--- config.mk ---
export PLATFORM = sky130hd
export DESIGN_NAME = efb_error_bank
export DESIGN_NICKNAME = d
export VERILOG_FILES = /design/src/logic/efb_pkg.sv /design/src/logic/efb_crc8.sv /design/src/logic/efb_error_bank.sv
export SDC_FILE = /design/constraint.sdc
export NUM_CORES = 1
export LEC_CHECK = 0
export BUFFER_PORTS_ARGS = -buffer_cell sky130_fd_sc_hd__buf_4
export CAP_MARGIN = 20
export CORE_ASPECT_RATIO = 0.75
export CORE_UTILIZATION = 40
export DETAILED_ROUTE_END_ITERATION = 8
export GPL_TIMING_DRIVEN = 0
export PLACE_DENSITY = 0.62
export SLEW_MARGIN = 10
export SYNTH_ARGS = -nofsm -noshare
export SYNTH_HDL_FRONTEND = slang
export SYNTH_SLANG_ARGS = --single-unit
--- constraint.sdc ---
create_clock -name REF_CLK -period 2.54 [get_ports REF_CLK]
set_input_delay 0.635 -clock REF_CLK [delete_from_list [all_inputs] [get_ports REF_CLK]]
set_output_delay 0.635 -clock REF_CLK [all_outputs]
set_load 0.05 [all_outputs]
--- src/logic/efb_pkg.sv ---
// Package with offsets, field positions, reset values and timing counts of the error bank.
package efb_pkg;
    localparam int unsigned CLK_MHZ = 125;
    localparam int unsigned CHECK_PERIOD_US = 1;
    localparam int unsigned CHECK_CYCLES = CHECK_PERIOD_US * CLK_MHZ;
    localparam logic [5:0] ADDR_ERROR_FLAGS = 6'h06;
    localparam logic [5:0] ADDR_ERROR_ENABLE = 6'h07;
    localparam logic [5:0] ADDR_CLOCK_COUNT = 6'h08;
    localparam logic [15:0] ENABLE_RESET = 16'h0040;
    localparam logic [15:0] FLAGS_RESET = 16'h0000;
    localparam logic [15:0] ENABLE_WRITABLE = 16'h1FFF;
    localparam logic [15:0] FLAG_BITS = 16'h0FFF;
    localparam int unsigned BIT_ROM_CRC = 0;
    localparam int unsigned BIT_MAP_CRC = 1;
    localparam int unsigned BIT_LINK_CRC = 2;
    localparam int unsigned BIT_BAD_WRITE = 3;
    localparam int unsigned BIT_BAD_READ = 4;
    localparam int unsigned BIT_CLOCK_COUNT = 5;
    localparam int unsigned BIT_RANGE_FAULT = 11;
    localparam int unsigned BIT_COUNTER_EN = 12;
    localparam logic [7:0] CRC_SEED = 8'hFF;
    localparam logic [7:0] CRC_POLY = 8'h07;
    typedef enum logic [1:0] {
        EFB_ROM_IDLE = 2'b00,
        EFB_ROM_WALK = 2'b01,
        EFB_ROM_DONE = 2'b10
    } efb_rom_state_t;
endpackage

--- src/logic/efb_crc8.sv ---
// Combinational CRC-8 step over one 16-bit word.
`timescale 1ns/1ps
module efb_crc8 #(
    parameter int unsigned WIDTH = 16
) (
    input wire logic [7:0] crc_in,
    input wire logic [WIDTH-1:0] data,
    output logic [7:0] crc_out
);
    always_comb begin
        logic [7:0] c;
        c = crc_in;
        for (int i = WIDTH - 1; i >= 0; i--) begin
            if (c[7] ^ data[i]) begin
                c = {c[6:0], 1'b0} ^ efb_pkg::CRC_POLY;
            end else begin
                c = {c[6:0], 1'b0};
            end
        end
        crc_out = c;
    end
endmodule // efb_crc8

--- src/logic/efb_error_bank.sv ---
// Error flag register, error enable register and their checkers.
// How it works
// - Bad read address sets read flag.
// - Bad write address sets bit 3.
// - Frame checksum mismatch sets link flag.
// - Map checksum runs periodically when enabled; bit 1.
// - Map change without write sets map flag.
// - Power-up ROM checksum mismatch sets ROM flag.
// - Flags reset zero, gated, sticky, write-one-clear.
// - Enable register at 0x07, resets 0x0040.
// - Bit 12 runs master clock counter.
// - Bit 11 gates positive input range fault.
// - Enable bits 15 to 13 read zero.
// - Partial-byte frame sets clock count flag.
`timescale 1ns/1ps
module efb_error_bank #(
    parameter int unsigned ROM_DEPTH = 16,
    parameter int unsigned ROM_AW = 4,
    parameter logic [7:0] ROM_CRC_REF = 8'h00,
    parameter int unsigned COUNT_WIDTH = 16
) (
    input wire logic REF_CLK,
    input wire logic RSTN,
    input wire logic REG_WR,
    input wire logic REG_RD,
    input wire logic [5:0] REG_ADDR,
    input wire logic [15:0] REG_WDATA,
    output logic [15:0] REG_RDATA,
    output logic REG_RVALID,
    input wire logic FRAME_CRC_BAD,
    input wire logic FRAME_PARTIAL_BYTE,
    input wire logic RANGE_FAULT_PIN,
    output logic [ROM_AW-1:0] ROM_ADDR,
    input wire logic [15:0] ROM_DATA,
    output logic ROM_CHECK_DONE,
    output logic [15:0] ERROR_FLAGS,
    output logic COUNTER_RUN
);
    logic [15:0] enable_mask;
    logic [15:0] flags;
    logic [15:0] next_flags;
    logic [15:0] events;
    logic [COUNT_WIDTH-1:0] clock_count;
    logic addr_valid;
    logic fault_s1;
    logic fault_s2;
    logic fault_s3;
    logic fault_level;
    logic [7:0] map_ref;
    logic [7:0] map_crc;
    logic refresh_pending;
    localparam int unsigned CHECK_W = $clog2(efb_pkg::CHECK_CYCLES);
    logic [CHECK_W-1:0] check_timer;
    logic check_tick;
    logic map_mismatch;
    efb_pkg::efb_rom_state_t rom_state;
    logic [7:0] rom_acc;
    logic [7:0] rom_next_acc;
    logic rom_mismatch;

    assign addr_valid = (REG_ADDR == efb_pkg::ADDR_ERROR_FLAGS)
        || (REG_ADDR == efb_pkg::ADDR_ERROR_ENABLE)
        || (REG_ADDR == efb_pkg::ADDR_CLOCK_COUNT);

    // Enable register; reserved top bits never store a one.
    always_ff @(posedge REF_CLK or negedge RSTN) begin
        if (!RSTN) begin
            enable_mask <= efb_pkg::ENABLE_RESET;
        end else if (REG_WR && REG_ADDR == efb_pkg::ADDR_ERROR_ENABLE) begin
            enable_mask <= REG_WDATA & efb_pkg::ENABLE_WRITABLE;
        end
    end

    // The range pin is asynchronous, so it is filtered before use.
    always_ff @(posedge REF_CLK or negedge RSTN) begin
        if (!RSTN) begin
            fault_s1 <= 1'b0;
            fault_s2 <= 1'b0;
            fault_s3 <= 1'b0;
            fault_level <= 1'b0;
        end else begin
            fault_s1 <= RANGE_FAULT_PIN;
            fault_s2 <= fault_s1;
            fault_s3 <= fault_s2;
            if (fault_s2 == fault_s3) begin
                fault_level <= fault_s3;
            end
        end
    end

    always_comb begin
        events = 16'h0000;
        events[efb_pkg::BIT_BAD_READ] = REG_RD && !addr_valid;
        events[efb_pkg::BIT_BAD_WRITE] = REG_WR && !addr_valid;
        events[efb_pkg::BIT_LINK_CRC] = FRAME_CRC_BAD;
        events[efb_pkg::BIT_CLOCK_COUNT] = FRAME_PARTIAL_BYTE;
        events[efb_pkg::BIT_MAP_CRC] = map_mismatch;
        events[efb_pkg::BIT_ROM_CRC] = rom_mismatch;
        events[efb_pkg::BIT_RANGE_FAULT] = fault_level;
    end

    // A set arriving with its clear wins, so no event is lost.
    always_comb begin
        next_flags = flags;
        if (REG_WR && REG_ADDR == efb_pkg::ADDR_ERROR_FLAGS) begin
            next_flags = next_flags & ~REG_WDATA;
        end
        next_flags = next_flags | (events & enable_mask & efb_pkg::FLAG_BITS);
    end

    always_ff @(posedge REF_CLK or negedge RSTN) begin
        if (!RSTN) begin
            flags <= efb_pkg::FLAGS_RESET;
        end else begin
            flags <= next_flags;
        end
    end

    always_ff @(posedge REF_CLK or negedge RSTN) begin
        if (!RSTN) begin
            clock_count <= '0;
        end else if (enable_mask[efb_pkg::BIT_COUNTER_EN]) begin
            clock_count <= clock_count + 1'b1;
        end
    end

    efb_crc8 #(
        .WIDTH(16)
    ) u_map_crc (
        .crc_in(efb_pkg::CRC_SEED),
        .data(enable_mask),
        .crc_out(map_crc)
    );

    // The reference follows one cycle after a write, once the mask has settled.
    always_ff @(posedge REF_CLK or negedge RSTN) begin
        if (!RSTN) begin
            refresh_pending <= 1'b1;
            map_ref <= 8'h00;
        end else begin
            refresh_pending <= REG_WR;
            if (refresh_pending) begin
                map_ref <= map_crc;
            end
        end
    end

    always_ff @(posedge REF_CLK or negedge RSTN) begin
        if (!RSTN) begin
            check_timer <= '0;
            check_tick <= 1'b0;
        end else if (!enable_mask[efb_pkg::BIT_MAP_CRC]) begin
            check_timer <= '0;
            check_tick <= 1'b0;
        end else if (check_timer == CHECK_W'(efb_pkg::CHECK_CYCLES - 1)) begin
            check_timer <= '0;
            check_tick <= 1'b1;
        end else begin
            check_timer <= check_timer + 1'b1;
            check_tick <= 1'b0;
        end
    end

    // A pending refresh suppresses the compare so a fresh write never trips it.
    assign map_mismatch = check_tick && !refresh_pending && !REG_WR && (map_crc != map_ref);

    efb_crc8 #(
        .WIDTH(16)
    ) u_rom_crc (
        .crc_in(rom_acc),
        .data(ROM_DATA),
        .crc_out(rom_next_acc)
    );

    // ROM data arrive one cycle after the address, so the walk lags by one word.
    always_ff @(posedge REF_CLK or negedge RSTN) begin
        if (!RSTN) begin
            rom_state <= efb_pkg::EFB_ROM_IDLE;
            ROM_ADDR <= '0;
            rom_acc <= efb_pkg::CRC_SEED;
            rom_mismatch <= 1'b0;
            ROM_CHECK_DONE <= 1'b0;
        end else begin
            rom_mismatch <= 1'b0;
            case (rom_state)
                efb_pkg::EFB_ROM_IDLE: begin
                    rom_state <= efb_pkg::EFB_ROM_WALK;
                    ROM_ADDR <= ROM_ADDR + 1'b1;
                end
                efb_pkg::EFB_ROM_WALK: begin
                    rom_acc <= rom_next_acc;
                    if (ROM_ADDR == '0) begin
                        rom_state <= efb_pkg::EFB_ROM_DONE;
                        rom_mismatch <= (rom_next_acc != ROM_CRC_REF);
                        ROM_CHECK_DONE <= 1'b1;
                    end else if (ROM_ADDR == ROM_AW'(ROM_DEPTH - 1)) begin
                        ROM_ADDR <= '0;
                    end else begin
                        ROM_ADDR <= ROM_ADDR + 1'b1;
                    end
                end
                efb_pkg::EFB_ROM_DONE: begin
                    rom_state <= efb_pkg::EFB_ROM_DONE;
                end
                default: begin
                    rom_state <= efb_pkg::EFB_ROM_IDLE;
                end
            endcase
        end
    end

    always_ff @(posedge REF_CLK or negedge RSTN) begin
        if (!RSTN) begin
            REG_RDATA <= 16'h0000;
            REG_RVALID <= 1'b0;
        end else begin
            REG_RVALID <= REG_RD;
            if (REG_RD) begin
                case (REG_ADDR)
                    efb_pkg::ADDR_ERROR_FLAGS: REG_RDATA <= flags;
                    efb_pkg::ADDR_ERROR_ENABLE: REG_RDATA <= enable_mask;
                    efb_pkg::ADDR_CLOCK_COUNT: REG_RDATA <= 16'(clock_count);
                    default: REG_RDATA <= 16'h0000;
                endcase
            end
        end
    end

    always_ff @(posedge REF_CLK or negedge RSTN) begin
        if (!RSTN) begin
            ERROR_FLAGS <= efb_pkg::FLAGS_RESET;
            COUNTER_RUN <= 1'b0;
        end else begin
            ERROR_FLAGS <= next_flags;
            COUNTER_RUN <= enable_mask[efb_pkg::BIT_COUNTER_EN];
        end
    end
endmodule // efb_error_bank

==> impl_metrics.toml <==
[layout]
multiInputGateArea_um2 = 2440
layoutNonFillerInstCount = 706
synthToLayoutAreaGrowth_pct = 22.5
final-seq-area_um2 = 2510
layout.nets = 587
drive_gt1_share_pct = 28.7
diodes = 0
n_fill_cell = 1105

[hold_path]
hold_class = "reg2reg"

[worst_setup_path]
endpoint_kind = "flop"
cp_top_family = "buffers and inverters"
regToRegEndpoint = "ERROR_FLAGS[1]$_DFF_PN0_"
critPathLaunch = "REG_ADDR[3]"
r2r_slack_ps = 390
crit_end = "ERROR_FLAGS[5]$_DFF_PN0_"
crit_chain = "buf_4 -> nor4_4 -> and3b_1 -> clkbuf_1 -> clkbuf_1 -> nand2_1 -> a22o_1"
required_ps = 2760
critPathLaunchType = "input pin"
crit_top_cell = "clkbuf_1"
critPathBufInv = 3
worstPathArrival_ps = 2490
slowest_stage = "nor4_4"
critPathKind = "in2reg"
slowest_delay_ps = 510
cp.depth = 7
rr_startpoint = "enable_mask[12]$_DFFE_PN0P_"
worst-r2r-cell-count = 7
path_max_fanout = 10

[cts]
clock_latency_ps = 340
cts_sinks = 100
postCtsSetupBuffers = 0
cts_buffer_depth = 2
htreeDepth = 3
cts_buffers = 9
clkTransAtPathRegs_ps = 70
cts_resized = 0
cts_tree = "done"
ctsHoldBuffers = 0
cts_root_buffer = "clkbuf_16"

[flow_run]
drv_cap = 0

[drt]
antenna_left = 0
drt-pass1-iter-count = 4
viasPerCell = 4.85
wirelength_um = 11000
drc = 0
first_iter_violations = 193
num_vias = 3425
routedWlPerCell_um = 15.6

[power]
swShare_pct = 34.9
seqPwrFrac_pct = 35.1
p_int_w = 0.00405
total_power_w = 0.00622
p_clk_share_pct = 23.1
switchingPower_w = 0.00217
total_leakage_power_nw = 2.74
vdd_ir_drop_max_mv = 0.425
p_comb_share_pct = 41.8
p_per_area_nw_per_um2 = 1000

[yosys]
async_flop_share_pct = 100
ys_ff_latch = 100
post_synth_fa_ha_maj_area_fraction_pct = 1.93
yosys.area_share.simple_pct = 9.59
synth_top_family_by_area = "XOR/XNOR gates"
synth-edff-count = 0
ys_types = 47
seq_area_frac_synth_pct = 49.7
yosys_warnings = 0
netlist_instances = 442
ys_top_cells_by_area = "dfrtp_1 44%, xnor2_1 11%, mux2_2 7.8%, xor2_1 5.5%, dfstp_2 5.2%"
synth_top_area_cell = "dfrtp_1"
synth_compound_area_share_pct = 8.92
synthMuxAreaShare_pct = 8.18
avgSynthCellArea_um2 = 11.5
synth_nets = 494
synth_flop_cell = "dfrtp_1"
netlist.area_leader.share_pct = 44.5
synthXorXnorAreaFrac_pct = 19.6
syn-cell-area_um2 = 5060

[timing]
finalHoldViolations = 0
post-route-period-util_pct = 89.3
worst_slew_pin_slew_ps = 907
skew_ps = 8.03
rsz0062_at_grt = "no"
setup_viol = 0
fmax_mhz = 441
fin_crit_ps = 2270
slew_headroom_pct = 39.5
slew_viol_final = 0

[status]
status = "complete, no violations"

[placed_design]
hpwl_um = 8300
place.port_buffers = 82
place_congestion = 0.817
place_inst = 690

[global_routing]
grt_start_max_net_pins = 101
globalRouteOverflowTotal = 0
grt_pass1_vias = 3385
grt_pass1_wl_um = 17800
grt_usage_pct = 17.8
antenna_found_initial = 0

[die]
rows = 35
io_pins = 84
initial_core_util_pct = 41.1
die_x_um = 132
die_area_um2 = 13100
core_area_um2 = 12300
die_y_um = 99.4
worst reg2reg max path: stages (launching register included):
cell and delay (ps):
dfrtp_1 380, buf_4 190, xor2_1 180, xnor2_1 340, xor2_1 200, or3b_2 490
a21oi_1 170, a31oi_1 100
metrics by stage:
step	area, um2	util (%)	TNS [ps]	hold WS (ps)	setup slack, ps
CTS	6200	50.4	0	363	256
global placement	5880	47.8	-349	338	-78.0
global route	6200	50.4	0	376	111
detailed placement	5890	47.8	-645	347	-98.7
finish	6200	50.4	0	358	271
floorplan	5060	-	0	331	388
layer usage:
metal,vias up,share of wire [%],GRT usage (%)
met3,8,2.3,4.03
met4,0,0.94,4.38
met1,1683,52,25.8
met2,39,45,27.1
met5,-,0,0
li1,1695,-,-
power groups by stage:
stage,combinational (W),sequential (W),clock (W)
3_5_place_dp,0.00261,0.00221,0
2_1_floorplan,0.00193,0.00233,0
5_1_grt,0.00284,0.00223,0.00154
3_3_place_gp,0.00257,0.00219,0
4_1_cts,0.00262,0.00218,0.00147
6_report,0.00260,0.00218,0.00144
worst min path at each step:
stage               slack, ps            endpoint  cells after the start          startpoint
floorplan                 330  fault_s2$_DFF_PN0_                      0  fault_s1$_DFF_PN0_
global placement          340  fault_s2$_DFF_PN0_                      0  fault_s1$_DFF_PN0_
detailed placement        350  fault_s2$_DFF_PN0_                      0  fault_s1$_DFF_PN0_
CTS                       360  fault_s2$_DFF_PN0_                      0  fault_s1$_DFF_PN0_
global route              380  fault_s2$_DFF_PN0_                      0  fault_s1$_DFF_PN0_
finish                    360  fault_s2$_DFF_PN0_                      0  fault_s1$_DFF_PN0_
area by class of cell:
type,instances,share of cell area [%]
timing repair buffer,82,9.99
inverter,9,0.545
tap,166,3.35
sequential,100,40.6
buffer,17,1.17
clock inverter,5,1.25
clock buffer,11,3.75
multi-input combinational,316,39.4
registers in the layout, indices dropped and copies added, names as in the netlist, 2 cells and up:
| signal | flops |
|---|---|
| enable_mask | 13 |
| REG_RDATA | 16 |
| ERROR_FLAGS | 16 |
| check_timer | 7 |
| ROM_ADDR | 4 |
| clock_count | 16 |
| map_ref | 8 |
| rom_acc | 8 |
| rom_state | 2 |
Yosys cell counts (all sizes together) (2+ instances only):
library cell,count
dfrtp,90
xnor2,66
nor2,37
mux2,35
xor2,33
nand2,28
a21oi,23
a22oi,16
clkbuf,13
nand3,11
dfstp,10
a21boi,9
inv,9
ha,7
o21ai,6
and2,5
and3,5
a22o,4
a31oi,4
buf,4
nand4,3
a32o,2
mux2i,2
nor2b,2
nor3,2
xnor3,2
placed cells by master (no fill, tap or decap), drive strengths merged, types with 3 or more instances in the layout:
cell type	n
dfrtp	90
buf	86
xnor2	66
nor2	37
mux2	35
xor2	33
nand2	28
clkbuf	24
a21oi	23
a22oi	16
nand3	11
dfstp	10
inv	9
a21boi	9
ha	7
o21ai	6
and3	5
and2	5
a22o	4
a31oi	4
nand4	3
logic make-up after synthesis:
group           count (synthesis)
compound gates                 68
xor+xnor                      102
fa+ha+maj                       8
buf+inv                        26
flops                         100
mux                            37
simple gates                  101
(Power assumes the default switching activity.)
